[src/rtl/flbp_pkg.sv]
// flbp_pkg: constants and types of the lock-bit host controller
package flbp_pkg;
   // clock and flash pin timing
   localparam int unsigned CLK_MHZ       = 250;
   localparam int unsigned CLK_PERIOD_NS = 1000 / CLK_MHZ;
   localparam int unsigned T_WE_LOW_NS   = 50;
   localparam int unsigned T_WE_HIGH_NS  = 30;
   localparam int unsigned T_READ_NS     = 120;
   // least times round up to whole cycles
   localparam int unsigned C_WE_LOW  =
      (T_WE_LOW_NS + CLK_PERIOD_NS - 1) / CLK_PERIOD_NS;
   localparam int unsigned C_WE_HIGH =
      (T_WE_HIGH_NS + CLK_PERIOD_NS - 1) / CLK_PERIOD_NS;
   localparam int unsigned C_READ    =
      (T_READ_NS + CLK_PERIOD_NS - 1) / CLK_PERIOD_NS;

   // register map, byte addresses
   localparam logic [7:0] REG_CTRL = 8'h00;
   localparam logic [7:0] REG_ADDR = 8'h04;
   localparam logic [7:0] REG_STAT = 8'h08;

   // control register fields
   localparam int unsigned CTRL_OP_LSB = 0;
   localparam int unsigned CTRL_OP_W   = 3;
   localparam int unsigned CTRL_OVR    = 3;
   localparam int unsigned CTRL_RST    = 4;
   localparam int unsigned CTRL_AUTO   = 5;

   // status register fields
   localparam int unsigned STAT_BUSY   = 8;
   localparam int unsigned STAT_DONE   = 9;
   localparam int unsigned STAT_ERR    = 10;
   localparam int unsigned STAT_REPEAT = 11;
   localparam int unsigned STAT_RB     = 12;

   // bits of the device's own status byte
   localparam int unsigned MACHINE_READY_BIT          = 7;
   localparam int unsigned ERASE_CLEAR_LOCK_ERROR_BIT = 5;
   localparam int unsigned PROGRAM_SET_LOCK_ERROR_BIT = 4;
   localparam int unsigned PROGRAM_SUPPLY_LOW_BIT     = 3;
   localparam int unsigned DEVICE_PROTECT_BIT         = 1;

   localparam int unsigned FLASH_ADDR_W = 21;
   localparam logic [7:0]  CMD_CLEAR_STATUS = 8'h50;

   typedef enum logic [2:0] {
      OP_NONE, OP_SET_BLOCK, OP_SET_MASTER, OP_CLEAR_LOCKS,
      OP_CLEAR_STATUS
   } flbp_op_t;

   typedef struct packed {
      logic                    chip_en_n;
      logic                    write_en_n;
      logic                    read_en_n;
      logic [FLASH_ADDR_W-1:0] addr;
      logic [7:0]              dout;
      logic                    dout_en_n;
   } flbp_pins_t;
endpackage : flbp_pkg

[src/rtl/flbp_host.sv]
// flbp_host: host sequencer for flash lock-bit commands, APB controlled
// Overview of operation
// - lock set is setup write then confirm write
// - host checks set-lock error, clears status
// - clear locks is setup then confirm write
// - host checks clear-lock error, clears status
// - aborted clear must be repeated by host
`timescale 1ns/100ps
`default_nettype none

module flbp_host #(
   parameter logic [7:0]  CMD_LOCK_SETUP    = 8'h60,
   parameter logic [7:0]  CMD_BLOCK_CONFIRM = 8'h01,
   parameter logic [7:0]  CMD_MASTER_CONFIRM = 8'hF1,
   parameter logic [7:0]  CMD_CLEAR_CONFIRM = 8'hD0,
   parameter int unsigned T_SETTLE_NS       = 100
) (
   input  wire logic                pclk,
   input  wire logic                presetn,
   input  wire logic                psel,
   input  wire logic                penable,
   input  wire logic                pwrite,
   input  wire logic [7:0]          paddr,
   input  wire logic [31:0]         pwdata,
   output logic [31:0]              prdata,
   output logic                     pready,
   output logic                     pslverr,
   output flbp_pkg::flbp_pins_t     pins,
   input  wire logic [7:0]          data_in,
   input  wire logic                ready_busy_pin,
   output logic                     reset_powerdown_n,
   output logic                     override_high_level
);
   localparam int unsigned C_SETTLE =
      (T_SETTLE_NS + flbp_pkg::CLK_PERIOD_NS - 1) / flbp_pkg::CLK_PERIOD_NS;

   if (C_SETTLE < 1 || C_SETTLE > 255 || flbp_pkg::C_READ > 255 ||
       CMD_LOCK_SETUP == CMD_CLEAR_CONFIRM) begin : g_bad
      $error("flbp_host: timing or command parameters out of range");
   end

   typedef enum logic [3:0] {
      S_IDLE, S_W1_LO, S_W1_HI, S_W2_LO, S_W2_HI, S_SETTLE, S_POLL, S_READ
   } flbp_state_t;

   flbp_state_t                         state;
   flbp_pkg::flbp_op_t                  op_cur;
   logic [7:0]                          cnt;
   logic                                single;
   logic [flbp_pkg::FLASH_ADDR_W-1:0]   addr_reg;
   logic                                ctrl_ovr;
   logic                                ctrl_rst;
   logic                                ctrl_auto;
   logic [7:0]                          status_byte;
   logic                                done;
   logic                                err;
   logic                                repeat_needed;
   logic                                rb_s1;
   logic                                rb_s2;
   logic [7:0]                          din_s1;
   logic [7:0]                          din_s2;

   ////////////////////////////////////////////////////////////////////////
   // pin synchronisers
   always_ff @(posedge pclk or negedge presetn) begin
      if (!presetn) begin
         rb_s1  <= 1'b0;
         rb_s2  <= 1'b0;
         din_s1 <= 8'h00;
         din_s2 <= 8'h00;
      end else begin
         rb_s1  <= ready_busy_pin;
         rb_s2  <= rb_s1;
         din_s1 <= data_in;
         din_s2 <= din_s1;
      end
   end

   ////////////////////////////////////////////////////////////////////////
   // apb decode
   wire                 busy      = (state != S_IDLE);
   wire                 acc       = psel & penable;
   wire                 hit_ctrl  = (paddr == flbp_pkg::REG_CTRL);
   wire                 hit_addr  = (paddr == flbp_pkg::REG_ADDR);
   wire                 hit_stat  = (paddr == flbp_pkg::REG_STAT);
   wire                 unmapped  = ~(hit_ctrl | hit_addr | hit_stat);
   wire flbp_pkg::flbp_op_t wr_op = flbp_pkg::flbp_op_t'(
      pwdata[flbp_pkg::CTRL_OP_LSB +: flbp_pkg::CTRL_OP_W]);
   wire                 bad_op    = (wr_op > flbp_pkg::OP_CLEAR_STATUS);
   wire                 want_op   = (wr_op != flbp_pkg::OP_NONE);
   // a new command while one runs is refused, not queued
   wire                 refuse    = pwrite & hit_ctrl & want_op &
                                    (busy | bad_op);
   wire                 wr_ok     = acc & pwrite & ~unmapped & ~refuse;
   wire                 start     = wr_ok & hit_ctrl & want_op &
                                    ~pwdata[flbp_pkg::CTRL_RST];
   // taking the device into reset mid-operation abandons it
   wire                 abort     = busy & ctrl_rst;

   assign pready  = 1'b1;
   assign pslverr = acc & (unmapped | refuse);

   wire [31:0] rd_ctrl = 32'({ctrl_auto, ctrl_rst, ctrl_ovr, 3'h0});
   wire [31:0] rd_stat = 32'({rb_s2, repeat_needed, err, done, busy,
                              status_byte});
   wire [31:0] rd_mux  = hit_ctrl ? rd_ctrl :
                         hit_addr ? 32'(addr_reg) :
                         hit_stat ? rd_stat : 32'h0000_0000;

   // confirm byte of the running sequence
   wire [7:0] conf_code =
      (op_cur == flbp_pkg::OP_SET_MASTER)  ? CMD_MASTER_CONFIRM :
      (op_cur == flbp_pkg::OP_CLEAR_LOCKS) ? CMD_CLEAR_CONFIRM :
                                             CMD_BLOCK_CONFIRM;
   // error bit that answers for the running operation
   wire err_now =
      (op_cur == flbp_pkg::OP_CLEAR_LOCKS) ?
         din_s2[flbp_pkg::ERASE_CLEAR_LOCK_ERROR_BIT] :
         din_s2[flbp_pkg::PROGRAM_SET_LOCK_ERROR_BIT];
   wire tick = (cnt == 8'h00);

   assign reset_powerdown_n   = ~ctrl_rst;
   assign override_high_level = ctrl_ovr & ~ctrl_rst;

   ////////////////////////////////////////////////////////////////////////
   // registers
   always_ff @(posedge pclk or negedge presetn) begin
      if (!presetn) begin
         prdata    <= 32'h0000_0000;
         addr_reg  <= '0;
         ctrl_ovr  <= 1'b0;
         ctrl_rst  <= 1'b0;
         ctrl_auto <= 1'b0;
      end else begin
         if (psel & ~penable & ~pwrite)
            prdata <= rd_mux;
         if (wr_ok & hit_addr)
            addr_reg <= pwdata[flbp_pkg::FLASH_ADDR_W-1:0];
         if (wr_ok & hit_ctrl) begin
            ctrl_ovr  <= pwdata[flbp_pkg::CTRL_OVR];
            ctrl_rst  <= pwdata[flbp_pkg::CTRL_RST];
            ctrl_auto <= pwdata[flbp_pkg::CTRL_AUTO];
         end
      end
   end

   ////////////////////////////////////////////////////////////////////////
   // command sequencer
   always_ff @(posedge pclk or negedge presetn) begin
      if (!presetn) begin
         state         <= S_IDLE;
         op_cur        <= flbp_pkg::OP_NONE;
         cnt           <= 8'h00;
         single        <= 1'b0;
         pins          <= '{chip_en_n: 1'b1, write_en_n: 1'b1,
                            read_en_n: 1'b1, addr: '0, dout: 8'h00,
                            dout_en_n: 1'b1};
         status_byte   <= 8'h00;
         done          <= 1'b0;
         err           <= 1'b0;
         repeat_needed <= 1'b0;
      end else if (abort) begin
         // lock bits stay unknown until a clear runs to its end
         state           <= S_IDLE;
         pins.chip_en_n  <= 1'b1;
         pins.write_en_n <= 1'b1;
         pins.read_en_n  <= 1'b1;
         pins.dout_en_n  <= 1'b1;
      end else begin
         if (!tick)
            cnt <= cnt - 8'h01;
         case (state)
            S_IDLE: begin
               if (start) begin
                  op_cur          <= wr_op;
                  done            <= 1'b0;
                  err             <= 1'b0;
                  single          <= (wr_op == flbp_pkg::OP_CLEAR_STATUS);
                  pins.addr       <= addr_reg;
                  pins.dout       <= (wr_op == flbp_pkg::OP_CLEAR_STATUS) ?
                                     flbp_pkg::CMD_CLEAR_STATUS :
                                     CMD_LOCK_SETUP;
                  pins.chip_en_n  <= 1'b0;
                  pins.write_en_n <= 1'b0;
                  pins.dout_en_n  <= 1'b0;
                  cnt             <= 8'(flbp_pkg::C_WE_LOW - 1);
                  state <= (wr_op == flbp_pkg::OP_CLEAR_STATUS) ?
                           S_W2_LO : S_W1_LO;
                  if (wr_op == flbp_pkg::OP_CLEAR_LOCKS)
                     repeat_needed <= 1'b1;
               end
            end
            S_W1_LO, S_W2_LO: begin
               if (tick) begin
                  pins.write_en_n <= 1'b1;
                  cnt   <= 8'(flbp_pkg::C_WE_HIGH - 1);
                  state <= (state == S_W1_LO) ? S_W1_HI : S_W2_HI;
               end
            end
            S_W1_HI: begin
               if (tick) begin
                  pins.dout       <= conf_code;
                  pins.write_en_n <= 1'b0;
                  cnt   <= 8'(flbp_pkg::C_WE_LOW - 1);
                  state <= S_W2_LO;
               end
            end
            S_W2_HI: begin
               if (tick) begin
                  pins.dout_en_n <= 1'b1;
                  pins.chip_en_n <= 1'b1;
                  if (single) begin
                     done  <= 1'b1;
                     state <= S_IDLE;
                  end else begin
                     // give the device time to pull its ready pin low
                     cnt   <= 8'(C_SETTLE - 1);
                     state <= S_SETTLE;
                  end
               end
            end
            S_SETTLE: begin
               if (tick)
                  state <= S_POLL;
            end
            S_POLL: begin
               if (rb_s2) begin
                  pins.chip_en_n <= 1'b0;
                  pins.read_en_n <= 1'b0;
                  cnt   <= 8'(flbp_pkg::C_READ - 1);
                  state <= S_READ;
               end
            end
            S_READ: begin
               if (tick) begin
                  status_byte    <= din_s2;
                  err            <= err_now;
                  pins.read_en_n <= 1'b1;
                  if (op_cur == flbp_pkg::OP_CLEAR_LOCKS && !err_now)
                     repeat_needed <= 1'b0;
                  if (err_now && ctrl_auto) begin
                     // error seen: wipe the status byte before reporting
                     single          <= 1'b1;
                     pins.dout       <= flbp_pkg::CMD_CLEAR_STATUS;
                     pins.write_en_n <= 1'b0;
                     pins.dout_en_n  <= 1'b0;
                     cnt   <= 8'(flbp_pkg::C_WE_LOW - 1);
                     state <= S_W2_LO;
                  end else begin
                     pins.chip_en_n <= 1'b1;
                     done  <= 1'b1;
                     state <= S_IDLE;
                  end
               end
            end
            default: state <= S_IDLE;
         endcase
      end
   end

   logic       we_q;
   logic [1:0] wr_cnt;
   always_ff @(posedge pclk or negedge presetn) begin
      if (!presetn) begin
         we_q   <= 1'b1;
         wr_cnt <= 2'h0;
      end else begin
         we_q <= pins.write_en_n;
         if (state == S_IDLE)
            wr_cnt <= 2'h0;
         else if (we_q && !pins.write_en_n && wr_cnt != 2'h3)
            wr_cnt <= wr_cnt + 2'h1;
      end
   end
endmodule : flbp_host

`default_nettype wire

[config.mk]
export PLATFORM = sky130hd
export DESIGN_NAME = flbp_host
export DESIGN_NICKNAME = d
export VERILOG_FILES = /design/src/rtl/flbp_pkg.sv /design/src/rtl/flbp_host.sv
export SDC_FILE = /design/constraint.sdc
export NUM_CORES = 1
export LEC_CHECK = 0
export BUFFER_PORTS_ARGS = -buffer_cell sky130_fd_sc_hd__clkbuf_2
export CORE_ASPECT_RATIO = 1.5
export CORE_UTILIZATION = 54
export CTS_CLUSTER_SIZE = 28
export DETAILED_ROUTE_END_ITERATION = 8
export PLACE_DENSITY_LB_ADDON = 0.05
export SYNTH_ARGS = -nofsm -noshare
export SYNTH_HDL_FRONTEND = slang
export SYNTH_SLANG_ARGS = --single-unit
[constraint.sdc]
create_clock -name pclk -period 3.32 [get_ports pclk]
set_clock_uncertainty 0.05 [all_clocks]
set_input_delay 0.664 -clock pclk [delete_from_list [all_inputs] [get_ports pclk]]
set_output_delay 0.664 -clock pclk [all_outputs]
set_load 0.05 [all_outputs]
======== Word-level counts from Yosys, hierarchy flattened ========
Cells that the tools add are included.
operators by class
  bitwise gates (word level) .............. 27
  add/sub/neg operators ................... 1
  equal/unequal tests ..................... 31
  $lt $le $gt $ge ......................... 1
  mux-type cells .......................... 64
  reductions and logical operators ........ 28
operators with widths
  kind                                                             number
  8-bit 2-to-1 mux                                                 12
  8-bit case mux with 6 select lines                               1
  21-bit 2-to-1 mux                                                2
  4-bit 2-to-1 mux                                                 8
  4-bit case mux with 7 select lines                               1
  9-bit 2-to-1 mux                                                 3
  3-bit inequality test, second input constant                     9
  8-bit case mux with 3 select lines                               1
  6-bit AND reduction                                              4
  1-bit 2-to-1 mux                                                 19
  2-bit inequality test, second input constant                     9
  1-bit bitwise AND                                                16
  4-bit by 3-bit == test with 1-bit output, second input constant  4
  8-bit logical NOT                                                2
  7-bit AND reduction                                              2
  13-bit 2-to-1 mux                                                1
  3-bit 2-to-1 mux                                                 4
  3-bit nonzero test                                               4
  5-bit AND reduction                                              2
  5-bit nonzero test                                               2
  3-bit by 2-bit == test with 1-bit output, second input constant  3
  3-bit AND reduction                                              3
  4-bit by 2-bit == test with 1-bit output, second input constant  2
  8-bit by 3-bit == test with 1-bit output, second input constant  1
  other kinds (19)                                                 37
word-level totals
  register bits after elaboration ......... 134
  bits of input ports ..................... 54

======== Logic depth before layout (Yosys ltp) ========
  depth in word-level cells ............... 12
  mapped depth ............................ 12
  mapped depth without buffers ............ 11

======== Least setup slack after synthesis ========
OpenSTA, ideal clock, no wires.
  path type ............................... input -> output
  start point ............................. in pwdata[0]
  end point ............................... out pslverr
  path buffers ............................ 0
  data arrival time ....................... 1.972 ns
  slack ................................... 0.634 ns
  stages .................................. 4
  cells stage by stage .................... o21ai_1 a2111oi_4 a211oi_1 nor2_1
on the way
  word-level cells in the longest chain between the ends .. 5
  elaborated cells between the ends (all ways) .. 7
  classes of those cells .................. 1 x order compare; 5 x bitwise; 1 x reduce/logical
RTL lines
  element                                                                     line                              source
  from (decl)                                                                 flbp_host.sv:24                   input wire logic [31:0] pwdata,
  3-bit greater-than comparator / 3-bit nonzero test (equally long branches)  flbp_host.sv:89, flbp_host.sv:90
  1-bit OR / 1-bit bitwise AND (equally long branches)                        flbp_host.sv:93, flbp_host.sv:92
  1-bit bitwise AND (*)                                                       flbp_host.sv:92                   wire refuse = pwrite & hit_ctrl & want_op &
  1-bit OR (*)                                                                flbp_host.sv:101                  assign pslverr = acc & (unmapped | refuse);
  1-bit bitwise AND (*)                                                       flbp_host.sv:101
  to (decl)                                                                   flbp_host.sv:27                   output logic pslverr,
Every way passes the cells marked *; elsewhere a longest branch is shown, timed or not.

======== Worst setup path in the final report ========
  start point ............................. in pwdata[1]
  end point ............................... out pslverr
Same word-level chain as after synthesis.

==> results.md <==
* Outcome: finished with violations
* Failing checks: DRC
* Family with the most delay on the worst path: compound AO/OA/AOI/OAI gates
* Die width at 84.4 um
* Pwr dens at 648 nW/um2
* EDFF count, synth at 0
* Period utilisation layout at 83.5%
* Htree depth at 4
* Slew of the pin with the lowest slew margin at 0.825 ns
* Post-synth top flop: dfrtp_1
* Vias at 4175
* First-pass GRT wire length at 21.9 mm
* # resized after CTS at 0
* CTS tree: yes
* Mapped Area at 5510 um2
* Post-Syn Instances at 486
* Worst Path Arrival at 2.06 ns
* CTS clock-pin slew for the worst setup and hold paths at 0.06 ns
* Mapped Avg Cell Area at 11.3 um2
* Leakage at 3.35 nW
* CTS buffer count at 17
* Max Fanout on Critical Path at 6
* Most frequent cells in the layout: dfrtp_1, clkbuf_2, mux2_2
* RSZ-0062 raised after global routing: no
* Total iterations of the first detailed-routing run at 8
* Critical path endpoint category: output port
* Final WL at 13.3 mm
* Syn. warnings at 0
* Sequential-to-total area share from yosys stat at 54.2%
* Clk buf depth at 2
* Min Tclk post-route at 2.77 ns
* GRT overflow at 0
* Clock Latency Late Sink at 0.40 ns
* Initial Util at 56.2%
* Buffer count from post-CTS setup fixing at 0
* Total negative slack at 0 ns
* Layout Nets at 643
* Die height at 126 um
* Clk sink count at 119
* Final Max Tran Viols at 0
* Netlist cell types at 63
* GRT Util Overall at 26.9%
* CTS Root Cell: clkbuf_16
* WP data required at 2.61 ns
* Hpwl dp at 9.44 mm
* Largest register FFs at 30
* WP depth at 6
* Largest stage delay, worst path at 0.51 ns
* Die ar. at 10600 um2
* Pre-CTS WS at 0.549 ns
* Hold buffer count at CTS at 0
* Max Cap Violations at 0
* Initial antenna violation count at 0
* Slowest CP cell: a2111oi_4
* CP startpoint kind: input port
* Vias in the first global route at 4448
* Layout cells sized above 1 at 35.5%
* Worst R2R Path Depth at 8
* IO Pins at 123
* Pin count of the biggest net entering global routing at 58
* # DRC at 4
* Commonest non-fill, non-tap cell in the layout: dfrtp_1
* F_max at 361 MHz
* Core area at 9800 um2
* Hold Crit Class: input port to async pin
* Synth-to-Final Area Change at 20.9%
* Slew margin rel. at 44.8%
* FF+latch count, synth at 119
* Most used cell, CP: clkbuf_2
* Post-synth ARST share at 100%
* CP cell instances: clkbuf_2 -> o21ai_1 -> a2111oi_4 -> a211oi_1 -> nor2_1 -> clkbuf_2
* Port Buffers at 96
* Crit path buf inv count at 2
* GPL Wtd Cong at 0.907
* Setup-failing EPs final at 0
* Post-route ant nets at 0
* Setup CP Type: input port to output port
* Iteration-0 DRC Markers at 264
* N_diodes at 0
* Wire per inst at 18.6 um
* # rows at 44
* Vias per cell at 5.86
* VDD IR max at 391 uV
* Final Hold Fails at 0
* Final core occ at 67.9%
* PnR worst setup slack at 0.549 ns
-- stage by stage --
step	cell area (um2)	hold slack [ns]	total power, mW	cells
5_1_grt	6650	0.126	4.51	713
2_1_floorplan	5550	0.281	2.27	499
3_5_place_dp	6060	0.288	2.51	682
6_report	6650	0.116	4.31	713
3_3_place_gp	6060	0.284	2.49	682
4_1_cts	6650	0.119	4.35	713
-- cell type report --
cell class | instances | area (um2)
clock buffers | 19 | 453
clock inverters | 12 | 143
fillers | 763 | 3150
inverters | 19 | 71.3
multi-input cells | 319 | 2260
flip-flops and latches | 119 | 2980
well taps | 115 | 144
repair buffers | 110 | 601
-- worst reg2reg max path, cell delays in order, from the launching register on --
cell and delay, ns:
dfrtp_1 0.45, inv_1 0.15, ha_1 0.23, or4b_4 0.54, nor2b_4 0.14, buf_4 0.24, o21ai_0 0.17, a2bb2oi_4 0.28
mux2_1 0.36
-- synth_stat cells, types with 3 or more instances --
library cell,count,area [um2]
o31ai_1,3,22.5
nor2_1,35,131
nand3_1,6,30.0
a31oi_1,4,25.0
mux2_1,3,33.8
nor4_1,4,25.0
a21oi_1,25,125
o21ai_0,26,130
a211oi_1,3,22.5
ha_1,3,37.5
a222oi_1,10,100
clkbuf_1,18,67.6
nand4_1,4,25.0
o21a_1,3,22.5
a22o_1,9,78.8
nor2b_1,6,37.5
o22a_1,3,26.3
nand2b_1,9,56.3
dfrtp_1,115,2880
mux2_2,55,619
nand2_1,33,124
buf_4,19,143
inv_1,18,67.6
buf_2,3,15.0
dfstp_2,4,105
mux2i_1,6,60.1
nor3_1,16,80.1
-- where the power goes --
part	total, mW	switching (mW)	leakage (nW)	internal [mW]
registers	1.64	0.0932	1.58	1.55
logic	0.846	0.559	1.49	0.286
clock network	1.82	0.671	0.291	1.15
-- cell families (layout without fill, tap and decap cells) --
logic type | Yosys count | after routing | share of synthesized area (%)
AO/OA/AOI/OAI | 108 | 108 | 14.0
XOR/XNOR | 2 | 2 | 0.318
adder cells (fa/ha/maj) | 3 | 3 | 0.682
buffers and inverters | 61 | 160 | 5.66
flip-flops | 119 | 119 | 54.2
multiplexers | 64 | 64 | 13.0
other | 2 | 15 | 0.136
AND/OR/NAND/NOR | 127 | 127 | 12.0
-- layer usage --
metal | part of all wire [%] | track usage, %
met5 | 0 | 0
met1 | 37 | 29.4
met4 | 3.8 | 14.2
met2 | 55 | 48.7
met3 | 4.7 | 5.77
-- path summary, 6_finish.rpt --
| path | start | end | slack (ns) |
|---|---|---|---|
| worst max-delay path | pwdata[1] | pslverr | 0.55 |
| min in group pclk | din_s1[0]$_DFF_PN0_ | din_s2[0]$_DFF_PN0_ | 0.30 |
| worst min-delay path | presetn | cnt[4]$_DFFE_PN0N_ | 0.12 |
| worst min register to register | din_s1[0]$_DFF_PN0_ | din_s2[0]$_DFF_PN0_ | 0.30 |
| worst max register to register | cnt[0]$_DFFE_PN0N_ | pins[8]$_DFFE_PN0P_ | 0.60 |
| max in group asynchronous | presetn | state[2]$_DFFE_PN0P_ | 2.31 |
No activity file was read; power rests on OpenSTA's default activity.
